==> src/svr_defs.svh <==
// Purpose: constants for the serial video receive back end
// Assumes: included by the design file by its bare name
// Notes:   register offsets sit on the 8-bit port address space
`ifndef SVR_DEFS_SVH
`define SVR_DEFS_SVH
// register offsets
`define SVR_ADDR_VINFO0   8'h00
`define SVR_ADDR_FORMAT0  8'h01
`define SVR_ADDR_FORMAT1  8'h02
`define SVR_ADDR_ANC0     8'h03
`define SVR_ADDR_TRS      8'h04
`define SVR_ADDR_LINE_LO  8'h05
`define SVR_ADDR_LINE_HI  8'h06
// field positions
`define SVR_VINFO_UNDITH  0
`define SVR_VINFO_VBUND   1
`define SVR_FMT_SD_BIT    5
`define SVR_FMT_HD_BIT    6
`define SVR_TRS_NSP_BIT   2
// reset values
`define SVR_RST_FMT_SET   5'h00
`define SVR_RST_DEPTH     3'h0
// handshake codes on the upper port bits
`define SVR_TAG_ADDR      2'b00
`define SVR_TAG_WDATA     2'b11
`define SVR_TAG_RDATA     2'b10
// timing reference values and clipping bounds
`define SVR_TRS_HI        10'h03ff
`define SVR_TRS_LO        10'h0000
`define SVR_TRS_HI_MIN    10'h03fc
`define SVR_TRS_LO_MAX    10'h0003
// counts
`define SVR_INIT_EDGES    2'd3
`define SVR_FIFO_MAX      3'd4
`define SVR_SD_LAST_BIT   5'd9
`define SVR_HD_LAST_BIT   5'd19
`define SVR_VIDEO_WORD_CLOCK_HALF     4'd2
`endif

==> src/svr_pkg.sv <==
// Purpose: types shared by the serial video receive back end
// Assumes: svr_defs.svh holds the numeric constants
// Notes:   each port state sits one bit away from idle, its only neighbour
package svr_pkg;
  typedef enum logic [1:0] {
    SVR_P_IDLE   = 2'b00,
    SVR_P_WDATA  = 2'b01,
    SVR_P_RDRIVE = 2'b10
  } svr_port_st_t;

  typedef struct packed {
    logic             sdi_s1, sdi_s2, tgl_s1, tgl_s2, tgl_d;
    logic             lock_s1, lock_s2, rate_s1, rate_s2;
    logic             aclk_s1, aclk_s2, aclk_d;
    logic             rw_s1, rw_s2, fsel_s1, fsel_s2;
    logic [9:0]       ad_s1, ad_s2;
    logic             nrzi_prev;
    logic [8:0]       scr;
    logic [29:0]      win;
    logic [4:0]       bitcnt;
    logic             xyz_pend;
    logic [2:0][19:0] dw;
    logic [2:0]       dtrs, dxyz, dnsp;
    logic             vblank, eav, sav, new_sync_position_flag;
    logic [3:0][19:0] fq;
    logic [19:0]      vout;
    logic             video_word_clock;
    logic [3:0]       vcnt;
    logic [15:0]      line_cnt, line_len;
    logic             det_valid;
    logic             undither_on, vb_undither_on, sd_restrict_bit, hd_restrict_bit;
    logic [4:0]       fmt_set;
    logic [2:0]       depth;
    svr_port_st_t     pst;
    logic [7:0]       addr, rdata;
    logic             ad_oe;
    logic [1:0]       init_cnt;
  } svr_state_t;
endpackage

==> src/svr_receive_path.sv <==
// Purpose: word-rate back end of a serial digital video receiver
// Assumes: recovered serial bits arrive with a toggle strobe, bit stable >= 3 clocks
// Notes:   register port runs on the host's port clock, sampled as a pin
// Behaviour
// - NRZI to NRZ, descramble x^9+x^4+1, emit 10-bit SD or 20-bit HD words.
// - bits enter least significant first; later stages step once per word.
// - LSB de-dither runs when its enable bit is set; off after reset.
// - vertical blanking words are de-dithered only with the vertical enable set.
// - sync characters are found, words realigned to them, and retimed per word.
// - sync characters from 000h to 003h become 000h.
// - sync characters from 3FCh to 3FFh become 3FFh.
// - clipping comes after descrambling and after de-dithering.
// - with lock, format is measured, drives word width, and is readable.
// - a nonzero five-bit format field forces that single format.
// - Sd_restrict_bit and Hd_restrict_bit bits restrict detection; both clear means automatic.
// - output FIFO delay of 0 to 4 words from a 3-bit depth field.
// - EAV, SAV and NEW_SYNC_POSITION_FLAG flags come from the FIFO input stage.
// - HD luma on bits 19:10, chroma on bits 9:0.
// - SD word on bits 9:0 with an identical copy on bits 19:10.
// - output word clock runs once per received word at the word rate.
// - video data changes on the falling word clock edge, host samples rising.
// - one 10-bit port carries register traffic, steered by the two selects.
// - address and data on port bits 7:0, handshake code on bits 9:8.
// - device returns read data with 10b on the upper bits.
// - read: address on a rising edge, data driven until the next rising edge.
// - write: address on one rising edge, data stored on the following one.
`timescale 1ns/1ps
`include "svr_defs.svh"
module svr_receive_path #(
  parameter logic [3:0] VIDEO_WORD_CLOCK_HALF = `SVR_VIDEO_WORD_CLOCK_HALF
) (
  // clock and reset
  input  wire logic        clk_in,
  input  wire logic        reset_n_in,
  // recovered serial stream
  input  wire logic        sdi_bit_in,
  input  wire logic        sdi_toggle_in,
  input  wire logic        cdr_lock_in,
  input  wire logic        cdr_rate_hd_in,
  // video output
  output logic      [19:0] video_out_bus_out,
  output logic             video_word_clock_out,
  // register port
  input  wire logic        port_clk_in,
  input  wire logic        port_rd_wr_in,
  input  wire logic        port_function_select_in,
  input  wire logic  [9:0] port_ad_in,
  output logic       [9:0] port_ad_out,
  output logic             port_ad_oe_out
);
  import svr_pkg::*;

  svr_state_t st_reg;
  svr_state_t st_next;

  // near-range tests tolerate dither in the two LSBs
  function automatic logic is_hi(input logic [9:0] x);
    is_hi = (x >= `SVR_TRS_HI_MIN);
  endfunction

  function automatic logic is_lo(input logic [9:0] x);
    is_lo = (x <= `SVR_TRS_LO_MAX);
  endfunction

  // de-dither first, then clip
  function automatic logic [9:0] proc10(input logic [9:0] x, input logic trs,
                                        input logic dith);
    logic [9:0] y;
    y = dith ? {x[9:1], 1'b0} : x;
    proc10 = y;
    if (trs && is_lo(y)) proc10 = `SVR_TRS_LO;
    if (trs && is_hi(y)) proc10 = `SVR_TRS_HI;
  endfunction

  logic        new_bit, nrz, dbit, match, last, emit, hd_act, forced, rise;
  logic [29:0] win_n;
  logic [19:0] word, fi, fsel;
  logic [4:0]  last_idx, fmt_code;
  logic        dith, trs_out;
  logic [2:0]  dsel;

  // read decode, refreshed every clock from the captured address
  function automatic logic [7:0] rd_mux(input svr_state_t s, input logic [4:0] fc);
    case (s.addr)
      `SVR_ADDR_VINFO0:  rd_mux = {6'h00, s.vb_undither_on, s.undither_on};
      `SVR_ADDR_FORMAT0: rd_mux = {1'b0, s.hd_restrict_bit, s.sd_restrict_bit, s.fmt_set};
      `SVR_ADDR_FORMAT1: rd_mux = {s.lock_s2, s.det_valid, 1'b0, fc};
      `SVR_ADDR_ANC0:    rd_mux = {5'h00, s.depth};
      `SVR_ADDR_TRS:     rd_mux = {4'h0, s.vblank, s.new_sync_position_flag, s.sav, s.eav};
      `SVR_ADDR_LINE_LO: rd_mux = s.line_len[7:0];
      `SVR_ADDR_LINE_HI: rd_mux = s.line_len[15:8];
      default:           rd_mux = 8'h00;
    endcase
  endfunction

  always_comb begin
    st_next = st_reg;
    // two-flop synchronisers for every pin
    st_next.sdi_s1  = sdi_bit_in;
    st_next.sdi_s2  = st_reg.sdi_s1;
    st_next.tgl_s1  = sdi_toggle_in;
    st_next.tgl_s2  = st_reg.tgl_s1;
    st_next.tgl_d   = st_reg.tgl_s2;
    st_next.lock_s1 = cdr_lock_in;
    st_next.lock_s2 = st_reg.lock_s1;
    st_next.rate_s1 = cdr_rate_hd_in;
    st_next.rate_s2 = st_reg.rate_s1;
    st_next.aclk_s1 = port_clk_in;
    st_next.aclk_s2 = st_reg.aclk_s1;
    st_next.aclk_d  = st_reg.aclk_s2;
    st_next.rw_s1   = port_rd_wr_in;
    st_next.rw_s2   = st_reg.rw_s1;
    st_next.fsel_s1 = port_function_select_in;
    st_next.fsel_s2 = st_reg.fsel_s1;
    st_next.ad_s1   = port_ad_in;
    st_next.ad_s2   = st_reg.ad_s1;

    // format selection: forced code, restriction bits, or rate from recovery
    forced   = (st_reg.fmt_set != `SVR_RST_FMT_SET);
    hd_act   = forced ? st_reg.fmt_set[4] :
               st_reg.sd_restrict_bit ? 1'b0 :
               st_reg.hd_restrict_bit ? 1'b1 : st_reg.rate_s2;
    fmt_code = forced ? st_reg.fmt_set : {hd_act, 4'h0};
    last_idx = hd_act ? `SVR_HD_LAST_BIT : `SVR_SD_LAST_BIT;

    // serial front: one new bit per strobe toggle
    new_bit = st_reg.tgl_s2 ^ st_reg.tgl_d;
    nrz     = st_reg.sdi_s2 ^ st_reg.nrzi_prev;
    dbit    = nrz ^ st_reg.scr[3] ^ st_reg.scr[8];
    win_n   = {dbit, st_reg.win[29:1]};
    // 3FF then two zero characters closes a word on either rate
    match   = is_hi(win_n[9:0]) && is_lo(win_n[19:10]) && is_lo(win_n[29:20]);
    last    = (st_reg.bitcnt == last_idx);
    emit    = new_bit && (match || last);
    word    = hd_act ? win_n[29:10] : {win_n[29:20], win_n[29:20]};

    // processing of the word leaving the alignment delay line
    trs_out = st_reg.dtrs[2];
    dith    = st_reg.undither_on &&
              (!st_reg.vblank || st_reg.vb_undither_on);
    fi      = {proc10(st_reg.dw[2][19:10], trs_out, dith),
               proc10(st_reg.dw[2][9:0], trs_out, dith)};
    dsel    = (st_reg.depth > `SVR_FIFO_MAX) ? `SVR_FIFO_MAX : st_reg.depth;
    fsel    = (dsel == 3'd0) ? fi : st_reg.fq[2'(dsel - 3'd1)];

    if (new_bit) begin
      st_next.nrzi_prev = st_reg.sdi_s2;
      st_next.scr       = {st_reg.scr[7:0], nrz};
      st_next.win       = win_n;
      st_next.bitcnt    = emit ? 5'd0 : 5'(st_reg.bitcnt + 5'd1);
    end

    if (emit) begin
      // alignment delay line: a match tags the two preceding words too
      st_next.dw      = {st_reg.dw[1], st_reg.dw[0], word};
      st_next.dtrs    = {st_reg.dtrs[1] | match, st_reg.dtrs[0] | match, match};
      st_next.dxyz    = {st_reg.dxyz[1:0], st_reg.xyz_pend & !match};
      st_next.dnsp    = {st_reg.dnsp[1:0], match & !last};
      st_next.xyz_pend = match;
      // fifo input stage drives the look-ahead flags
      if (st_reg.dxyz[2]) begin
        st_next.eav    = st_reg.dw[2][6];
        st_next.sav    = !st_reg.dw[2][6];
        st_next.vblank = st_reg.dw[2][7];
      end
      // line length measured between end-of-active markers
      if (st_reg.dxyz[2] && st_reg.dw[2][6]) begin
        st_next.line_len  = st_reg.line_cnt;
        st_next.line_cnt  = 16'h0001;   // the EAV word opens the next line
        st_next.det_valid = st_reg.lock_s2;
      end else begin
        st_next.line_cnt  = 16'(st_reg.line_cnt + 16'h0001);
      end
      st_next.fq   = {st_reg.fq[2:0], fi};
      // word clock falls as the new word appears
      st_next.vout = fsel;
      st_next.video_word_clock = 1'b0;
      st_next.vcnt = VIDEO_WORD_CLOCK_HALF;
    end else if (st_reg.vcnt != 4'h0) begin
      st_next.vcnt = 4'(st_reg.vcnt - 4'h1);
      if (st_reg.vcnt == 4'h1) st_next.video_word_clock = 1'b1;
    end
    if (!st_reg.lock_s2) st_next.det_valid = 1'b0;

    // register port, stepped on synchronised rising port clock edges
    rise = st_reg.aclk_s2 && !st_reg.aclk_d;
    if (rise) begin
      if (st_reg.init_cnt != `SVR_INIT_EDGES) begin
        st_next.init_cnt = 2'(st_reg.init_cnt + 2'd1);
      end else if (st_reg.fsel_s2) begin
        // ancillary traffic has no source here; port stays released
        st_next.pst   = SVR_P_IDLE;
        st_next.ad_oe = 1'b0;
      end else begin
        case (st_reg.pst)
          SVR_P_IDLE: begin
            if (st_reg.ad_s2[9:8] == `SVR_TAG_ADDR) begin
              st_next.addr = st_reg.ad_s2[7:0];
              if (st_reg.rw_s2) begin
                st_next.pst   = SVR_P_RDRIVE;
                st_next.ad_oe = 1'b1;
              end else begin
                st_next.pst = SVR_P_WDATA;
              end
            end
          end
          SVR_P_WDATA: begin
            st_next.pst = SVR_P_IDLE;
            if (st_reg.ad_s2[9:8] == `SVR_TAG_WDATA) begin
              case (st_reg.addr)
                `SVR_ADDR_VINFO0: begin
                  st_next.undither_on    = st_reg.ad_s2[`SVR_VINFO_UNDITH];
                  st_next.vb_undither_on = st_reg.ad_s2[`SVR_VINFO_VBUND];
                end
                `SVR_ADDR_FORMAT0: begin
                  st_next.fmt_set = st_reg.ad_s2[4:0];
                  st_next.sd_restrict_bit = st_reg.ad_s2[`SVR_FMT_SD_BIT];
                  st_next.hd_restrict_bit = st_reg.ad_s2[`SVR_FMT_HD_BIT];
                end
                `SVR_ADDR_ANC0: st_next.depth = st_reg.ad_s2[2:0];
                `SVR_ADDR_TRS: begin
                  if (st_reg.ad_s2[`SVR_TRS_NSP_BIT]) st_next.new_sync_position_flag = 1'b0;
                end
                default: ;
              endcase
            end
          end
          SVR_P_RDRIVE: begin
            st_next.pst   = SVR_P_IDLE;
            st_next.ad_oe = 1'b0;
          end
          default: begin
            st_next.pst   = SVR_P_IDLE;
            st_next.ad_oe = 1'b0;
          end
        endcase
      end
    end
    // read data follows the captured address
    st_next.rdata = rd_mux(st_reg, fmt_code);
    // new sync position is sticky; a fresh event beats a clear
    if (emit && st_reg.dnsp[2]) st_next.new_sync_position_flag = 1'b1;
  end

  // single state register
  always_ff @(posedge clk_in or negedge reset_n_in) begin
    if (!reset_n_in) begin
      st_reg          <= '0;
      st_reg.video_word_clock     <= 1'b1;
      st_reg.fmt_set  <= `SVR_RST_FMT_SET;
      st_reg.depth    <= `SVR_RST_DEPTH;
      st_reg.pst      <= SVR_P_IDLE;
    end else begin
      st_reg <= st_next;
    end
  end

  // outputs straight from state flops
  assign video_out_bus_out    = st_reg.vout;
  assign video_word_clock_out = st_reg.video_word_clock;
  assign port_ad_out          = {`SVR_TAG_RDATA, st_reg.rdata};
  assign port_ad_oe_out       = st_reg.ad_oe;
endmodule // svr_receive_path

==> config.mk <==
export PLATFORM = sky130hd
export DESIGN_NAME = svr_receive_path
export DESIGN_NICKNAME = d
export VERILOG_FILES = /design/src/svr_pkg.sv /design/src/svr_receive_path.sv
export VERILOG_INCLUDE_DIRS = /design/src /design/src/src
export SDC_FILE = /design/constraint.sdc
export NUM_CORES = 1
export LEC_CHECK = 0
export BUFFER_PORTS_ARGS = -buffer_cell sky130_fd_sc_hd__buf_4
export CAP_MARGIN = 20
export CELL_PAD_IN_SITES_DETAIL_PLACEMENT = 0
export CELL_PAD_IN_SITES_GLOBAL_PLACEMENT = 1
export CORE_MARGIN = 3
export CORE_UTILIZATION = 25
export CTS_CLUSTER_DIAMETER = 40
export DETAILED_ROUTE_END_ITERATION = 7
export PLACE_DENSITY_LB_ADDON = 0.1
export SYNTH_ARGS = -nofsm -noshare
export SYNTH_HDL_FRONTEND = slang
export SYNTH_SLANG_ARGS = --single-unit
export TNS_END_PERCENT = 100
==> constraint.sdc <==
create_clock -name clk_in -period 3.3 [get_ports clk_in]
set_clock_uncertainty 0.2 [all_clocks]
set_input_delay 0.495 -clock clk_in [delete_from_list [all_inputs] [get_ports clk_in]]
set_output_delay 0.495 -clock clk_in [all_outputs]
set_load 0.01 [all_outputs]
; After elaboration in Yosys (flattened, before gate mapping)
; Index checks and enable logic that the tools add are counted.
[classes]
n_addsub = 5
magnitude_cmp = 9
n_eq_ne = 18
n_mux = 41
n_bitwise = 10
n_reduce_logical = 43
[ops]
columns = op, count
row1 = 10-bit 2-to-1 mux, 6
row2 = 8-bit one-hot mux with 7 select lines, 1
row3 = 20-bit binary-select mux with 2-bit select, 1
row4 = "10-bit by 2-bit less-or-equal comparator with 1-bit output, second input constant", 4
row5 = 20-bit 2-to-1 mux, 2
row6 = "10-bit greater-or-equal comparator, second input constant", 3
row7 = 5-bit 2-to-1 mux, 5
row8 = "8-bit by 3-bit == test with 1-bit output, second input constant", 3
row9 = 1-bit 2-to-1 mux, 20
row10 = 6-bit AND reduction, 3
row11 = "16-bit by 1-bit adder with 16-bit output, second input constant", 1
row12 = "8-bit by 2-bit == test with 1-bit output, second input constant", 2
row13 = 16-bit 2-to-1 mux, 1
row14 = 2-bit nonzero test, 7
row15 = 1-bit logical AND, 11
row16 = 2-bit AND reduction, 5
row17 = 5-bit AND reduction, 2
row18 = "8-bit by 1-bit == test with 1-bit output, second input constant", 1
row19 = 8-bit zero test, 1
row20 = "2-bit by 1-bit != test with 1-bit output, second input constant", 4
row21 = 7-bit AND reduction, 1
row22 = 2-bit 2-to-1 mux, 3
row23 = "3-bit != test, second input constant", 2
row24 = "5-bit by 1-bit adder with 5-bit output, second input constant", 1
row25 = 23 further kinds, 36
[totals]
regBits = 326
input_bits = 19

; Logic depth before layout (Yosys ltp)
; Gate-level depths: netlist (run 1).
[depth]
ltp_word = 10
ltp_mapped = 10
mapped_depth_nobuf = 7

; Least setup slack after synthesis (run 1)
; OpenSTA, ideal clock, no wires.
[synth_timing]
path_type = register to register
from = register st_reg[23] (netlist bit)
to = register st_reg, in the netlist video_out_bus_out[12]
setup_time_ps = 126
t_arrival_ps = 2185
required_time_ps = 2974
path_slack_ps = 789
path_stages_with_launch = 10
path_buffers = 3
path_cell_list = dfrtp_1 nor2b_1 buf_2 inv_1 ha_1 nand2b_1 clkbuf_1 clkbuf_1 mux2i_1 a21oi_1
[synth_via]
elab_chain_len = 6
elab_cells_between_ends = 7
classes_between = add/sub (1) / order compare (1) / mux (4) / reduce/logical (1)
[synth_lines]
columns = item, line_no
row1 = from (decl), svr_receive_path.sv:53  ; svr_state_t st_reg;
row2 = from (signal assigned), svr_receive_path.sv:254  ; st_reg <= st_next;
row3 = 3-bit greater-than comparator (no line), n/a
row4 = 3-bit 2-to-1 mux (*), svr_receive_path.sv:143  ; dsel = (st_reg.depth > `SVR_FIFO_MAX) ? `SVR_FIFO_MAX : st_reg.depth;
row5 = 2-bit by 1-bit subtractor with 2-bit output, svr_receive_path.sv:144  ; fsel = (dsel == 3'd0) ? fi : st_reg.fq[2'(dsel - 3'd1)];
row6 = 20-bit binary-select mux with 2-bit select, svr_receive_path.sv:144
row7 = 20-bit 2-to-1 mux (not written as such), svr_receive_path.sv:144
row8 = 20-bit 2-to-1 mux (*), svr_receive_path.sv:144
; Mark *: on every way between the ends. The rest lies on a longest branch, timed or not. The select of a mux whose other input is x is not followed.
; A chain may end at the register's enable or synchronous reset.

; Worst setup path in the final report (run 1)
[layout_timing]
from = register st_reg[16] (netlist bit)
to = register st_reg[25] (netlist bit)
[layout_via]
elab_chain_len = 2
[layout_lines]
columns = item, line_no
row1 = 8-bit by 1-bit == test with 1-bit output, svr_receive_path.sv:210  ; case (st_reg.addr)
row2 = 6-bit AND reduction (no line), n/a
; No other way between the ends.

==> metrics.yaml, run 1 <==
status: "completed"
drt_iter0_markers: 357
internal_power_mw: 10.9
yosys_warnings: 0
p_sw_share_pct: 26.6
grt_antenna_before_repair: 0
setup.worst_path.end_class: "flip-flop"
fillCellCount: 5264
sequentialPowerShare_pct: 34.5
synthFlopType: "dfrtp_1"
syn_area_per_cell_um2: 12.7
max_stage_delay_ps: 630
synth_area_leader_cell: "dfrtp_1"
num_antenna_cells: 0
finalHoldViolCount: 0
cts_tree: "built"
root_buffer: "clkbuf_16"
p_sw_mw: 3.94
grt_start_max_net_pins: 74
synthCells: 1078
timing.critical_path.arrival_ps: 3130
async_flop_share_pct: 100
max_freq_ghz: 0.351
die_h_um: 240
synth_nets: 1103
wl_per_cell_um: 17.8
synth.most_common_cell: "dfrtp_1"
cts.path.max_buffers: 3
synthToLayoutAreaGrowth_pct: 30.7
clk_pin_slew_ps: 50
yosys-top-cells-area: "dfrtp_1, mux2_2, nand2_1"
cts_hold_buf: 18
place_hpwl_um: 21600
cap_violations: 0
synth.top_cell.area_share_pct: 58.9
clk_latency_ps: 600
setup_viol: 0
core_region_area_um2: 53300
worstPathMaxFanout: 8
gp_routability_congestion: 0.688
power.share.clock_pct: 54.3
finalSetupTns_ps: 0
cp.required_ps: 3570
rows: 84
via_count: 8687
ir_drop_v: 0.000433
pwr-share-comb_pct: 11.2
crit_family: "simple AND/OR/NAND/NOR gates"
yosys_register_bits: 322
hold_class: "flip-flop to flip-flop"
via_per_inst: 4.51
grt_pass1_wl_um: 56100
drc: 0
grt_pass1_vias: 9494
synth-seq-area-share_pct: 59.1
power_density_nw_per_um2: 830
ant_nets: 0
port_buffers: 48
nets: 1201
crit_path_frequent_cell: "and2_1"
overflow: 0
ios: 51
maxSlewHeadroom_pct: 43.0
dpl_cell_area_um2: 14900
post-route-period-util_pct: 86.4
chipWidth_um: 240
drt-pass1-iter-count: 4
p_total_mw: 14.8
p_leak_nw: 8.35
drive_above_1_share_pct: 33.6
startpoint_type: "flip-flop"
crit_path_cell_trace: "or4_1 > nor2_1 > and2_1 > and2_1 > mux2_2"
worst_pin_slew_ps: 854
largest_register_ff_count: 273
crit_buf_inv: 0
cts_resized: 0
ys_types: 57
track_usage_pct: 12.5
drv_slew: 0
post-route-min-period_ps: 2850
start_util_pct: 25.6
cp_slowest_cell: "or4_1"
synth_edf_count: 0
cts_buffers: 76
syn_area_um2: 13600
critPathKind: "flip-flop to flip-flop"
die_area_um2: 57400
rsz0062_at_grt: "no"
synth_top_cells_by_count: "dfrtp_1, mux2_2, nand2_1"
cts_max_level: 3
finalInstanceArea_um2: 17800
cts_sinks: 322
post_cts_buffers: 0
wl_um: 34400
==> per-layer routing <==
layer  wire length [um]  share of wire, %  GRT usage, %  vias to the layer above
li1                   -                 -             -                     4042
met1              16000                46          16.3                     4458
met2              16300                47          20.0                      125
met3               1230               3.6          2.83                       62
met4                860               2.5          5.37                        0
met5                  0                 0             0                        -
==> cell families after synthesis <==
family | after synthesis | synth area share, %
xor+xnor | 8 | 0.513
compound gates | 120 | 5.82
mux | 227 | 20.2
fa+ha+maj | 6 | 0.550
simple gates | 289 | 9.85
flops | 322 | 59.1
buf+inv | 104 | 3.92
other cells | 2 | 0.0550
==> power by group through the flow <==
stage          registers (mW)  clock network [mW]  logic, mW
6_report                 5.10                8.03       1.66
4_1_cts                  5.12                8.27       1.72
3_3_place_gp             5.18                   0       1.68
2_1_floorplan            4.93                   0       1.26
3_5_place_dp             5.18                   0       1.69
5_1_grt                  5.21                8.49       1.90
==> cell type report <==
cell class | count | area [um^2] | share of cell area, %
flip-flops and latches | 322 | 8060 | 45.2
multi-input cells | 652 | 5100 | 28.6
clock buffers | 95 | 2090 | 11.7
repair buffers | 108 | 976 | 5.47
well taps | 688 | 861 | 4.83
clock inverters | 47 | 693 | 3.89
inverters | 16 | 60.1 | 0.337
==> metrics by stage <==
stage	hold slack (ps)	cells	setup slack [ps]	utilization, %
detailed placement	135	1768	442	27.9
floorplan	-0.591	1078	789	-
CTS	144	1928	429	33.5
global route	143	1928	242	33.5
finish	136	1928	448	33.5
global placement	133	1768	443	27.9
==> placed cells by master, fill, tap and decap left out, drive strengths merged, types with 9 or more instances in the layout <==
cell         netlist  routed
a21oi             37      37
a31oi             10      10
a32o              11      11
buf               62      90
bufinv             0      12
clkbuf            26      95
clkinv             0      18
dfrtp            321     321
dlygate4sd3        0      18
inv               16      25
mux2             176     176
mux2i             31      31
mux4              20      20
nand2            138     138
nand3             15      15
nand4              9       9
nor2              37      37
nor3              40      40
nor4               9       9
o21ai             26      26
==> worst paths after layout <==
| path | from | end | slack [ps] | cells past startpoint |
|---|---|---|---|---|
| min | st_next[292] | st_reg[292] | 140 | 0 |
| min in group asynchronous | reset_n_in | st_reg[17] | 270 | 2 |
| max in group asynchronous | reset_n_in | st_reg[295] | 1720 | 4 |
| max reg2reg | st_reg[16] | st_reg[25] | 450 | 5 |
| min reg2reg | st_next[292] | st_reg[292] | 140 | 0 |
| max | st_reg[16] | st_reg[25] | 450 | 5 |
==> worst reg2reg max path, cell delays in order (launching register included) <==
cell and delay, ps:
dfrtp_1 370, or4_1 630, nor2_1 340, and2_1 420, and2_1 390, mux2_2 380
Power figures use the tool's default switching activity.
==> run 2, diff against run 1 <==
--- a/config.mk
+++ b/config.mk
@@ -8,10 +8,10 @@
 export LEC_CHECK = 0
 export BUFFER_PORTS_ARGS = -buffer_cell sky130_fd_sc_hd__buf_4
 export CAP_MARGIN = 20
-export CELL_PAD_IN_SITES_DETAIL_PLACEMENT = 0
-export CELL_PAD_IN_SITES_GLOBAL_PLACEMENT = 1
+export CELL_PAD_IN_SITES_DETAIL_PLACEMENT = 2
+export CELL_PAD_IN_SITES_GLOBAL_PLACEMENT = 2
 export CORE_MARGIN = 3
-export CORE_UTILIZATION = 25
+export CORE_UTILIZATION = 43
 export CTS_CLUSTER_DIAMETER = 40
 export DETAILED_ROUTE_END_ITERATION = 7
 export PLACE_DENSITY_LB_ADDON = 0.1
==> metrics.yaml, run 2 (synthesized netlist as in run 1, its figures left out) <==
status: "completed"
chipWidth_um: 184
fin_ws_ps: 405
p_total_mw: 12.7
startpoint_type: "flip-flop"
synthToLayoutAreaGrowth_pct: 20.4
hold_class: "flip-flop to flip-flop"
grt_antenna_before_repair: 0
cts.path.max_buffers: 3
die_area_um2: 33900
hold_start: "st_next[312]"
grt_pass1_vias: 10000
critPathKind: "flip-flop to flip-flop"
gp_routability_congestion: 0.751
largest_register_ff_count: 273
whs_ps: 149
layout_common_cells: "dfrtp_1, mux2_2, nand2_1"
worst_r2r_path_depth: 5
grt_start_max_net_pins: 75
root_buffer: "clkbuf_16"
grt_use_met3_pct: 3.37
maxSlewHeadroom_pct: 34.1
ant_nets: 0
cts_max_level: 2
holdPathEnd: "st_reg[312]"
track_usage_pct: 21.7
wl_um: 35600
met1_usage_pct: 28.3
placedCellCount: 1461
drc: 0
fin_util_pct: 53.2
whs_path_depth: 0
dp_slack_ps: 450
grt_util_met2_pct: 38.5
r2r_end: "st_reg[26]"
cts_tree: "built"
drt_iter0_markers: 304
grt_pass1_wl_um: 58100
cp.required_ps: 3530
worst_pin_slew_ps: 988
post-route-min-period_ps: 2900
via_count: 8801
num_antenna_cells: 0
max_freq_ghz: 0.345
setup.worst_path.end_class: "flip-flop"
start_util_pct: 44.1
clk_pin_slew_ps: 60
die_h_um: 184
ir_drop_v: 0.000445
crit_path_frequent_cell: "and2_1"
post_cts_buffers: 0
setup_viol: 0
wl_per_cell_um: 22.6
final_common_cell: "dfrtp_1"
rr_startpoint: "st_reg[15]"
drive_above_1_share_pct: 30.8
busiest_layer: "met2"
via_per_inst: 5.60
ios: 51
fin_cells: 1572
finalInstanceArea_um2: 16400
rsz0062_at_grt: "no"
drv_slew: 0
drt-pass1-iter-count: 4
clk_latency_ps: 560
nets: 1160
worstPathMaxFanout: 8
cp_slowest_cell: "or4_1"
cap_violations: 0
p_leak_nw: 7.82
rows: 64
r2r_slack_ps: 400
timing.critical_path.arrival_ps: 3130
dpl_cell_area_um2: 14400
finalSetupTns_ps: 0
crit_path_cell_trace: "or4_1 > nor2_1 > and2_1 > and2_1 > mux2_2"
cts_buffers: 50
core_region_area_um2: 30900
power_density_nw_per_um2: 772
port_buffers: 48
finalHoldViolCount: 0
cts_sinks: 322
post-route-period-util_pct: 87.7
overflow: 0
max_stage_delay_ps: 630
place_hpwl_um: 21000
run 2: final cells by class:
class / count / area, um^2
clock buffer: 56 / 1340
clock inverter: 37 / 531
fill: 2881 / 14500
inverter: 16 / 60.1
multi-input combinational: 652 / 5100
sequential: 322 / 8060
tap: 396 / 495
timing repair buffer: 93 / 851
run 2: critical path: cells and delay by family, from the launching register on:
family           cells  cell delay, ps
flip-flops           1             380
multiplexers         1             400
AND/OR/NAND/NOR      4            1780
run 2: routing by layer:
metal,routed length [um],part of all wire (%)
met4,573,1.6
met2,18500,52
met3,995,2.8
met1,15500,44
met5,0,0
run 2: repair_timing:
item / CTS / global route
hold buffers: 18 / 0
hold endpoints to repair: 83 / 0
resized for setup: 0 / 0
run 2: power breakdown:
group | internal, mW | switching, mW | total [mW]
Clock | 3.81 | 2.01 | 5.82
Sequential | 4.57 | 0.565 | 5.13
Combinational | 0.790 | 0.944 | 1.73
run 2: how the worst max path moves through the flow:
stage	from	endpoint	depth (start not counted)
after CTS	st_reg[277]	st_reg[135]	7
after detailed placement	st_reg[277]	st_reg[205]	7
after global placement	st_reg[321]	st_reg[49]	5
after floorplan	st_reg[23]	video_out_bus_out[12]	9
final	st_reg[15]	st_reg[26]	5
after global routing	st_reg[321]	st_reg[39]	5
